### config.mk
export PLATFORM = sky130hd
export DESIGN_NAME = daurc_top
export DESIGN_NICKNAME = d
export VERILOG_FILES = /design/src/design/daurc_pkg.sv /design/src/design/daurc_top.sv /design/src/design/daurc_ref_ctrl.sv
export SDC_FILE = /design/constraint.sdc
export NUM_CORES = 1
export LEC_CHECK = 0
export ABC_AREA = 0
export BUFFER_PORTS_ARGS = -buffer_cell sky130_fd_sc_hd__buf_2
export CORE_UTILIZATION = 49
export CTS_CLUSTER_SIZE = 24
export DETAILED_ROUTE_END_ITERATION = 12
export MAX_ROUTING_LAYER = met4
export PLACE_DENSITY_LB_ADDON = 0.2
export SYNTH_ARGS = -nofsm -noshare
export SYNTH_HDL_FRONTEND = slang
export SYNTH_HIERARCHICAL = 1
export SYNTH_SLANG_ARGS = --single-unit
### constraint.sdc
create_clock -name i_sys_clk -period 3.35 [get_ports i_sys_clk]
set_clock_uncertainty 0.1 [all_clocks]
set_input_delay 0.67 -clock i_sys_clk [delete_from_list [all_inputs] [get_ports i_sys_clk]]
set_output_delay 0.67 -clock i_sys_clk [all_outputs]
set_load 0.005 [all_outputs]
### src/design/daurc_pkg.sv
// Shared constants, types and helpers for the converter update and reference control block
package daurc_pkg;

  // ==========================================================================
  // Converter control word layout
  localparam int CTRL_W = 5;
  localparam int MODE_LSB = 3;
  localparam int FMT_LSB = 0;
  localparam logic [CTRL_W-1:0] CTRL_RST = 5'h00;
  localparam logic [7:0] BYTE_RST = 8'h00;
  localparam logic [11:0] CODE_RST = 12'h000;

  // ==========================================================================
  // Update modes
  typedef enum logic [1:0] {
    MODE_DEMAND = 2'h0,
    MODE_TMR3 = 2'h1,
    MODE_TMR4 = 2'h2,
    MODE_TMR2 = 2'h3
  } daurc_mode_e;

  // Highest valid format code, four places of shift
  localparam logic [2:0] FMT_LEFT = 3'h4;

  // ==========================================================================
  // Reference control word layout
  localparam int REF_BUF_BIT = 0;
  localparam int REF_BIAS_BIT = 1;
  localparam int REF_SEL0_BIT = 3;
  localparam int REF_SEL1_BIT = 4;
  localparam logic REF_BIT_RST = 1'b0;

  // ==========================================================================
  // State types
  typedef struct packed {
    logic [CTRL_W-1:0] ctrl;
    logic [7:0] low;
    logic [7:0] high;
    logic [11:0] code;
  } daurc_chan_s;

  typedef struct packed {
    daurc_chan_s [1:0] ch;
  } daurc_top_s;

  typedef struct packed {
    logic bias;
    logic refbuf;
    logic sel0;
    logic sel1;
  } daurc_ref_s;

  // ==========================================================================
  // Byte pair to 12-bit word; reserved codes fall back to right justified
  // reserved codes right justify
  function automatic logic [11:0] daurc_fmt_word(input logic [15:0] pair, input logic [2:0] fmt);
    logic [15:0] sh;
    sh = (fmt <= FMT_LEFT) ? (pair >> fmt) : pair;
    return sh[11:0];
  endfunction : daurc_fmt_word

endpackage : daurc_pkg

### src/design/daurc_top.sv
// Two-channel converter update control with reference enables
// ============================================================================
// How it works
// - Mode 00 loads the output latch on every high byte write.
// - In mode 00 a low byte write is only stored.
// - Modes 01, 10, 11 hold byte writes until timer 3, 4, 2 overflow.
// - Selected overflow copies the stored byte pair into the output latch.
// - Three-bit format field picks one of five word orientations.
// - Second channel behaves identically with its own registers.
// - Bias enable powers the generator; buffer enable powers the pin buffer.
// - Disabled buffer leaves the reference pin undriven.
// - One select bit per ADC chooses its reference source.
`timescale 1ns/10ps
`default_nettype none

module daurc_top
  import daurc_pkg::*;
(
  input wire logic i_sys_clk, // 20 MHz system clock
  input wire logic i_sys_rst, // Async reset, active high
  input wire logic [7:0] i_wr_data, // Shared write data byte
  input wire logic [1:0] i_ctrl_wr, // Control write, per channel
  input wire logic [1:0] i_low_wr, // Low byte write, per channel
  input wire logic [1:0] i_high_wr, // High byte write, per channel
  input wire logic i_ref_wr, // Reference control write
  input wire logic i_tmr2_ovf, // Timer 2 overflow pulse
  input wire logic i_tmr3_ovf, // Timer 3 overflow pulse
  input wire logic i_tmr4_ovf, // Timer 4 overflow pulse
  output logic [11:0] o_ch0_code, // First channel output latch
  output logic [11:0] o_ch1_code, // Second channel output latch
  output logic [CTRL_W-1:0] o_ch0_ctrl, // First channel control readback
  output logic [CTRL_W-1:0] o_ch1_ctrl, // Second channel control readback
  output logic o_bias_en, // Bias generator on
  output logic o_refbuf_en, // Reference buffer on
  output logic o_ref_pin_oe, // Reference pin driven
  output logic o_adc0_ref_sel, // First ADC reference select
  output logic o_adc1_ref_sel // Second ADC reference select
);

  // ==========================================================================
  // Helpers
  function automatic logic ovf_hit(input logic [1:0] mode, input logic t2, input logic t3,
                                   input logic t4);
    logic hit;
    hit = 1'b0;
    case (daurc_mode_e'(mode))
      MODE_TMR3: hit = t3;
      MODE_TMR4: hit = t4;
      MODE_TMR2: hit = t2;
      default: hit = 1'b0;
    endcase
    return hit;
  endfunction : ovf_hit

  function automatic logic [1:0] mode_of(input logic [CTRL_W-1:0] ctrl);
    return ctrl[MODE_LSB +: 2];
  endfunction : mode_of

  function automatic logic [2:0] fmt_of(input logic [CTRL_W-1:0] ctrl);
    return ctrl[FMT_LSB +: 3];
  endfunction : fmt_of

  // ==========================================================================
  // State
  daurc_top_s st_ff;
  daurc_top_s nxt_st;

  always_comb begin
    nxt_st = st_ff;
    for (int c = 0; c < 2; c++) begin
      if (i_ctrl_wr[c]) begin
        nxt_st.ch[c].ctrl = i_wr_data[CTRL_W-1:0];
      end
      if (i_low_wr[c]) begin
        nxt_st.ch[c].low = i_wr_data;
      end
      if (i_high_wr[c]) begin
        nxt_st.ch[c].high = i_wr_data;
      end
      if (mode_of(st_ff.ch[c].ctrl) == MODE_DEMAND) begin
        if (i_high_wr[c]) begin
          nxt_st.ch[c].code = daurc_fmt_word({i_wr_data, st_ff.ch[c].low}, fmt_of(st_ff.ch[c].ctrl));
        end
      end else if (ovf_hit(mode_of(st_ff.ch[c].ctrl), i_tmr2_ovf, i_tmr3_ovf, i_tmr4_ovf)) begin
        nxt_st.ch[c].code = daurc_fmt_word({st_ff.ch[c].high, st_ff.ch[c].low}, fmt_of(st_ff.ch[c].ctrl));
      end
    end
  end

  always_ff @(posedge i_sys_clk or posedge i_sys_rst) begin
    if (i_sys_rst) begin
      for (int c = 0; c < 2; c++) begin
        st_ff.ch[c] <= '{CTRL_RST, BYTE_RST, BYTE_RST, CODE_RST};
      end
    end else begin
      st_ff <= nxt_st;
    end
  end

  // ==========================================================================
  // Outputs
  assign o_ch0_code = st_ff.ch[0].code;
  assign o_ch1_code = st_ff.ch[1].code;
  assign o_ch0_ctrl = st_ff.ch[0].ctrl;
  assign o_ch1_ctrl = st_ff.ch[1].ctrl;

  daurc_ref_ctrl u_ref (
    .i_sys_clk(i_sys_clk),
    .i_sys_rst(i_sys_rst),
    .i_ref_wr(i_ref_wr),
    .i_wr_data(i_wr_data),
    .o_bias_en(o_bias_en),
    .o_refbuf_en(o_refbuf_en),
    .o_ref_pin_oe(o_ref_pin_oe),
    .o_adc0_ref_sel(o_adc0_ref_sel),
    .o_adc1_ref_sel(o_adc1_ref_sel)
  );

  logic [1:0] m0;
  logic [1:0] m1;
  logic [2:0] f0;
  assign m0 = mode_of(st_ff.ch[0].ctrl);
  assign m1 = mode_of(st_ff.ch[1].ctrl);
  assign f0 = fmt_of(st_ff.ch[0].ctrl);
endmodule : daurc_top

`default_nettype wire

### src/design/daurc_ref_ctrl.sv
// Reference generator and reference source select register
`timescale 1ns/10ps
`default_nettype none

module daurc_ref_ctrl
  import daurc_pkg::*;
(
  input wire logic i_sys_clk, // 20 MHz system clock
  input wire logic i_sys_rst, // Async reset, active high
  input wire logic i_ref_wr, // Reference control write strobe
  input wire logic [7:0] i_wr_data, // Write data byte
  output logic o_bias_en, // Bias generator on
  output logic o_refbuf_en, // Gain-of-two buffer on
  output logic o_ref_pin_oe, // Buffer drives reference pin
  output logic o_adc0_ref_sel, // First ADC reference source
  output logic o_adc1_ref_sel // Second ADC reference source
);

  // ==========================================================================
  // State
  daurc_ref_s st_ff;
  daurc_ref_s nxt_st;

  always_comb begin
    nxt_st = st_ff;
    if (i_ref_wr) begin
      nxt_st.bias = i_wr_data[REF_BIAS_BIT];
      nxt_st.refbuf = i_wr_data[REF_BUF_BIT];
      nxt_st.sel0 = i_wr_data[REF_SEL0_BIT];
      nxt_st.sel1 = i_wr_data[REF_SEL1_BIT];
    end
  end

  always_ff @(posedge i_sys_clk or posedge i_sys_rst) begin
    if (i_sys_rst) begin
      st_ff <= '{REF_BIT_RST, REF_BIT_RST, REF_BIT_RST, REF_BIT_RST};
    end else begin
      st_ff <= nxt_st;
    end
  end

  // ==========================================================================
  // Outputs
  // bias and buffer enables, pin drive and reference selects
  assign o_bias_en = st_ff.bias;
  assign o_refbuf_en = st_ff.refbuf;
  assign o_ref_pin_oe = st_ff.refbuf;
  assign o_adc0_ref_sel = st_ff.sel0;
  assign o_adc1_ref_sel = st_ff.sel1;

endmodule : daurc_ref_ctrl

`default_nettype wire

==> impl_metrics.env, run 1 <==
export IMPL_status="finished, final reports clean"
export IMPL_antenna_cells=0
export IMPL_clock_sinks=70
export IMPL_htreeDepth=3
export IMPL_ys_warnings_count=6
export IMPL_grt_pass1_vias=2869
export IMPL_cp_end_kind="primary output"
export IMPL_vias=3112
export IMPL_synth_seq_cells=70
export IMPL_postCtsSetupBuffers=0
export IMPL_synthCells=409
export IMPL_synthArstFlopShare_pct=100
export IMPL_drc=0
export IMPL_whs_ns=0.104
export IMPL_crit_type="reg -> out"
export IMPL_design_area_um2=4650
export IMPL_drive_gt1_share_pct=36.0
export IMPL_place_ws_ns=0.952
export IMPL_yosysTopAreaCell="dfrtp_1"
export IMPL_setup_tns_final_ns=0
export IMPL_io_buffers=58
export IMPL_drt_pass1_iterations=4
export IMPL_die_h_um=96.5
export IMPL_rrSetupSlack_ns=0.96
export IMPL_critPathMaxStageDelay_ns=0.79
export IMPL_worstReg2RegStart="o_ch0_ctrl[0]"
export IMPL_clockBufferDepth=2
export IMPL_syn_area_per_cell_um2=10.7
export IMPL_grt_usage_pct=23.8
export IMPL_synth_commonest_cells="dfrtp_1 (70), mux2_2 (50), nand2_1 (38)"
export IMPL_cts_tree="done"
export IMPL_gr_total_overflow=0
export IMPL_hold_viol_final=0
export IMPL_syn_nets=429
export IMPL_r2r_end="o_ch0_code[11]"
export IMPL_synth_cell_types=46
export IMPL_synth_top_cells_by_area="dfrtp_1 (40%), mux2_2 (13%), mux4_2 (7.7%)"
export IMPL_drt_total_wl_mm=9.84
export IMPL_wire_per_inst_um=18.6
export IMPL_dp_cells=514
export IMPL_synth_top_cell_area_share_pct=40.0
export IMPL_final_nets=437
export IMPL_clk_pin_slew_ns=0.07
export IMPL_clkPwrFrac_pct=29.1
export IMPL_setup_viol=0
export IMPL_crit_fanout=17
export IMPL_yosysSeqAreaShare_pct=40.0
export IMPL_slew_violations=0
export IMPL_ant_nets=0
export IMPL_maxCapViolCount=0
export IMPL_gp_congestion=0.819
export IMPL_area_growth_pct=6.23
export IMPL_p_switching_uw=786
export IMPL_cp_arrival_ns=1.66
export IMPL_post_dp_cell_area_um2=4430
export IMPL_fmax_ghz=0.411
export IMPL_fin_crit_ns=2.43
export IMPL_start_util_pct=50.4
export IMPL_viasPerCell=5.87
export IMPL_layout_setup_ws_ns=0.918
export IMPL_crit_chain="buf_4 > buf_2"
export IMPL_slowest_stage="dfrtp_1"
export IMPL_num_fill_cells=786
export IMPL_core_area_um2=8680
export IMPL_clock_latency_ns=0.35
export IMPL_swShare_pct=30.7
export IMPL_relSlewSlack_pct=28.5
export IMPL_p_int_mw=1.78
export IMPL_power_frac_seq_pct=43.9
export IMPL_hold_buffers=0
export IMPL_reg2reg_depth=3
export IMPL_rsz0062_at_grt="false"
export IMPL_cts_buffers=9
export IMPL_worstHoldPathType="in -> async"
export IMPL_grt_first_pass_wirelength_mm=15.8
export IMPL_hpwl_mm=6.74
export IMPL_cp_required_ns=2.58
export IMPL_synth_edf_count=0
export IMPL_grt_max_degree=47
export IMPL_power_frac_comb_pct=26.9
export IMPL_synth_most_common_cell="dfrtp_1"
export IMPL_root_buffer="clkbuf_8"
export IMPL_power_density_nw_per_um2=551
export IMPL_p_leak_nw=1.98
export IMPL_dieArea_um2=9320
export IMPL_crit_path_start_kind="register"
export IMPL_drt_iter0_markers=220
export IMPL_yosys_most_used_dff="dfrtp_1"
export IMPL_fin_crit_sh_pct=72.6
export IMPL_ctsResizeCount=0
export IMPL_num_rows=34
export IMPL_syn_area_um2=4380
export IMPL_ios=59
export IMPL_finalNonFillerCells=530
export IMPL_irDropWorstVdd_uv=257
export IMPL_worst_pin_slew_ns=1.07
export IMPL_die_w_um=96.5
export IMPL_antenna_found_initial=0
cell usage in the layout, fill, tap and decap left out, drive strengths merged:
cell type  count
o21ai         39
mux2          51
a21oi         17
clkbuf        13
dfrtp         70
nor3           6
o221a          1
a22o           2
bufinv         2
nand3          4
nand2         38
a311o          2
a211o          1
mux2i         27
a32o           1
or3            1
or3b           1
a221oi         1
o22ai          2
a2111oi        3
mux4          16
a211oi         5
clkinvlp       1
and2           1
a21o           3
buf           66
a32oi          2
nor2          14
a221o          1
inv            5
nor2b          7
a31oi          2
o221ai         3
a311oi         4
o211ai         2
o31ai          4
nand2b         4
worst max-delay path: cells and delay by family, from the launching register on:
family / cells / cell delay, ns
buffers and inverters: 2 / 0.52
DFF: 1 / 0.79
state kept, by name (all words and copies together), names as in the netlist:
register              count
u_ref/o_bias_en           1
o_ch1_ctrl                5
o_ch0_code               12
o_ch0_ctrl                5
u_ref/o_adc0_ref_sel      1
st_ff                    32
u_ref/o_adc1_ref_sel      1
u_ref/o_ref_pin_oe        1
o_ch1_code               12
layout make-up:
cell class | count | area, um2 | share of cell area [%]
Tap cell | 108 | 135 | 2.91
Inverter | 5 | 18.8 | 0.404
Timing Repair Buffer | 66 | 350 | 7.53
Multi-Input combinational cell | 265 | 2180 | 46.8
Clock inverter | 3 | 67.6 | 1.45
Sequential cell | 70 | 1750 | 37.7
Clock buffer | 13 | 149 | 3.20
worst max path at each step:
stage	startpoint	to	slack, ns	cells after the start
finish	o_ch1_ctrl[0]	o_ch1_ctrl[0]	0.92	2
floorplan	i_sys_rst	o_ch0_code[0]	0.93	1
global placement	o_ch0_ctrl[4]	o_ch0_code[8]	1.01	6
global route	o_ch0_ctrl[0]	o_ch0_code[11]	0.75	3
CTS	o_ch1_ctrl[0]	o_ch1_ctrl[0]	0.92	2
detailed placement	o_ch0_ctrl[0]	o_ch0_code[11]	0.95	3
through the flow:
step                util (%)  power (mW)
CTS                     53.6        2.58
finish                  53.6        2.56
global placement        51.1        1.81
detailed placement      51.1        1.83
floorplan                  -        1.72
global route            53.6        2.72
kinds of logic after synthesis:
kind of cell,count (synthesis),synth area share (%)
AND/OR/NAND/NOR,76,8.12
flip-flops,70,40.0
AO/OA/AOI/OAI,95,14.0
multiplexers,94,27.6
buffers and inverters,74,10.2
metal layers:
metal	up-vias	share of wire (%)	track usage [%]
met5	-	0	-
met4	0	0.77	5.15
met3	10	6.1	5.16
met2	90	43	32.6
met1	1536	50	35.9
li1	1476	-	-
power groups by stage:
stage          Combinational, mW  Sequential (mW)  Clock [mW]
2_1_floorplan              0.646             1.08           0
3_3_place_gp               0.672             1.14           0
3_5_place_dp               0.688             1.14           0
4_1_cts                    0.690             1.13       0.761
5_1_grt                    0.769             1.15       0.798
6_report                   0.690             1.13       0.746
Power figures use the tool's default switching activity.
==> inputs of run 2 (changes only) <==
==> constraint.sdc (replaced) <==
create_clock -name i_sys_clk -period 2.4 [get_ports i_sys_clk]
set_clock_uncertainty 0.1 [all_clocks]
set_input_delay 0.48 -clock i_sys_clk [delete_from_list [all_inputs] [get_ports i_sys_clk]]
set_output_delay 0.48 -clock i_sys_clk [all_outputs]
set_load 0.005 [all_outputs]
==> impl_metrics.env, run 2 (same netlist as run 1, synthesis figures left out) <==
export IMPL_status="finished, final reports clean"
export IMPL_layout_commonest_cell="dfrtp_1"
export IMPL_clkPwrFrac_pct=27.0
export IMPL_area_growth_pct=7.06
export IMPL_drc=0
export IMPL_layout_setup_ws_ns=0.272
export IMPL_critPathMaxStageDelay_ns=0.46
export IMPL_slowest_stage="dfrtp_1"
export IMPL_rrSetupSlack_ns=0.27
export IMPL_crit_chain="nor2_2 > buf_4 > mux4_1 > mux2_2 > o221ai_2 > nand2_1"
export IMPL_start_util_pct=50.4
export IMPL_ant_nets=0
export IMPL_gp_congestion=0.850
export IMPL_regMostFlops="st_ff"
export IMPL_setup_viol=0
export IMPL_worstHoldPathType="in -> reg"
export IMPL_wire_per_inst_um=18.6
export IMPL_rsz0062_at_grt="false"
export IMPL_root_buffer="clkbuf_8"
export IMPL_dieArea_um2=9320
export IMPL_p_int_mw=2.36
export IMPL_relSlewSlack_pct=64.5
export IMPL_cp_required_ns=2.54
export IMPL_drt_iter0_markers=225
export IMPL_power_frac_comb_pct=28.4
export IMPL_setup_tns_final_ns=0
export IMPL_core_area_um2=8680
export IMPL_hold_depth=2
export IMPL_die_w_um=96.5
export IMPL_hold_viol_final=0
export IMPL_hpwl_mm=7.00
export IMPL_drive_gt1_share_pct=37.4
export IMPL_final_nets=445
export IMPL_clock_sinks=70
export IMPL_vias=3203
export IMPL_grt_first_pass_wirelength_mm=16.0
export IMPL_viasPerCell=5.95
export IMPL_cts_buffers=9
export IMPL_ctsResizeCount=0
export IMPL_fin_crit_sh_pct=88.7
export IMPL_power_density_nw_per_um2=744
export IMPL_fin_crit_ns=2.13
export IMPL_ios=59
export IMPL_place_ws_ns=0.281
export IMPL_slew_violations=0
export IMPL_grt_usage_pct=24.1
export IMPL_cp_end_kind="register"
export IMPL_p_switching_mw=1.13
export IMPL_crit_path_start_kind="register"
export IMPL_crit_fanout=8
export IMPL_cp_arrival_ns=2.27
export IMPL_irDropWorstVdd_uv=360
export IMPL_power_frac_seq_pct=44.6
export IMPL_hold_start="i_ctrl_wr[0]"
export IMPL_swShare_pct=32.4
export IMPL_worstReg2RegStart="o_ch0_ctrl[4]"
export IMPL_grt_max_degree=29
export IMPL_clock_latency_ns=0.35
export IMPL_worst_pin_slew_ns=0.532
export IMPL_clockBufferDepth=2
export IMPL_reg2reg_depth=6
export IMPL_maxCapViolCount=0
export IMPL_hold_path_end="o_ch0_ctrl[2]"
export IMPL_die_h_um=96.5
export IMPL_drt_total_wl_mm=10.0
export IMPL_grt_pass1_vias=2970
export IMPL_gr_total_overflow=0
export IMPL_cts_tree="done"
export IMPL_r2r_end="o_ch0_code[8]"
export IMPL_clk_pin_slew_ns=0.08
export IMPL_fmax_ghz=0.470
export IMPL_final_cell_mix="dfrtp_1 (70), buf_2 (58), mux2_2 (50)"
export IMPL_num_rows=34
export IMPL_largest_register_ff_count=32
export IMPL_antenna_cells=0
export IMPL_antenna_found_initial=0
export IMPL_io_buffers=58
export IMPL_crit_type="reg -> reg"
export IMPL_htreeDepth=3
export IMPL_p_leak_nw=2.01
export IMPL_drt_pass1_iterations=4
## run 2: stage by stage
step           total power, mW  std cells  utilization, %  area [um2]  hold WS (ns)
3_3_place_gp              2.54        521            51.7        4490         0.278
3_5_place_dp              2.57        521            51.7        4490         0.284
6_report                  3.49        538            54.0        4690         0.312
5_1_grt                   3.70        538            54.0        4690         0.315
4_1_cts                   3.52        538            54.0        4690         0.294
2_1_floorplan             2.41        409               -        4380         0.146
## run 2: worst max path at each step
stage | startpoint | end
floorplan | i_sys_rst | o_ch0_code[0]
finish | o_ch0_ctrl[4] | o_ch0_code[8]
detailed placement | o_ch0_ctrl[4] | o_ch0_code[8]
CTS | o_ch0_ctrl[4] | o_ch0_code[8]
global route | o_ch0_ctrl[4] | o_ch0_code[7]
global placement | o_ch0_ctrl[4] | o_ch0_code[8]
## run 2: area by class of cell
| type | count | area [um2] |
|---|---|---|
| clock buffer | 10 | 128 |
| timing repair buffer | 74 | 413 |
| fill | 820 | 3990 |
| clock inverter | 6 | 62.6 |
| multi-input combinational | 265 | 2180 |
| inverter | 5 | 18.8 |
| tap | 108 | 135 |
| sequential | 70 | 1750 |
## run 2: power by group through the flow
| stage | Sequential (mW) | Combinational, mW | Clock, mW |
|---|---|---|---|
| 2_1_floorplan | 1.50 | 0.901 | 0 |
| 3_3_place_gp | 1.57 | 0.975 | 0 |
| 3_5_place_dp | 1.58 | 0.994 | 0 |
| 4_1_cts | 1.55 | 0.998 | 0.967 |
| 5_1_grt | 1.58 | 1.11 | 1.01 |
| 6_report | 1.55 | 0.990 | 0.943 |
## run 2: worst max-delay path: cells and delay by family (launching register included)
family / cells / cell delay [ns]
AOI/OAI and AO/OA: 1 / 0.17
buffers and inverters: 1 / 0.25
DFF: 1 / 0.46
muxes: 2 / 0.64
and+or+nand+nor: 2 / 0.40
## run 2: what timing repair did
action | in CTS | in global routing
buffers inserted | 0 | 0
hold buffers | 1 | 0
setup endpoints to repair | 0 | 0
endpoints found under the hold margin | 4 | 0
## run 2: metal layers
metal,GRT usage (%),vias to the layer above,routed length [um]
li1,-,1500,-
met1,36.4,1594,4970
met2,32.1,101,4390
met3,4.30,8,558
met4,8.82,0,101
met5,-,-,0
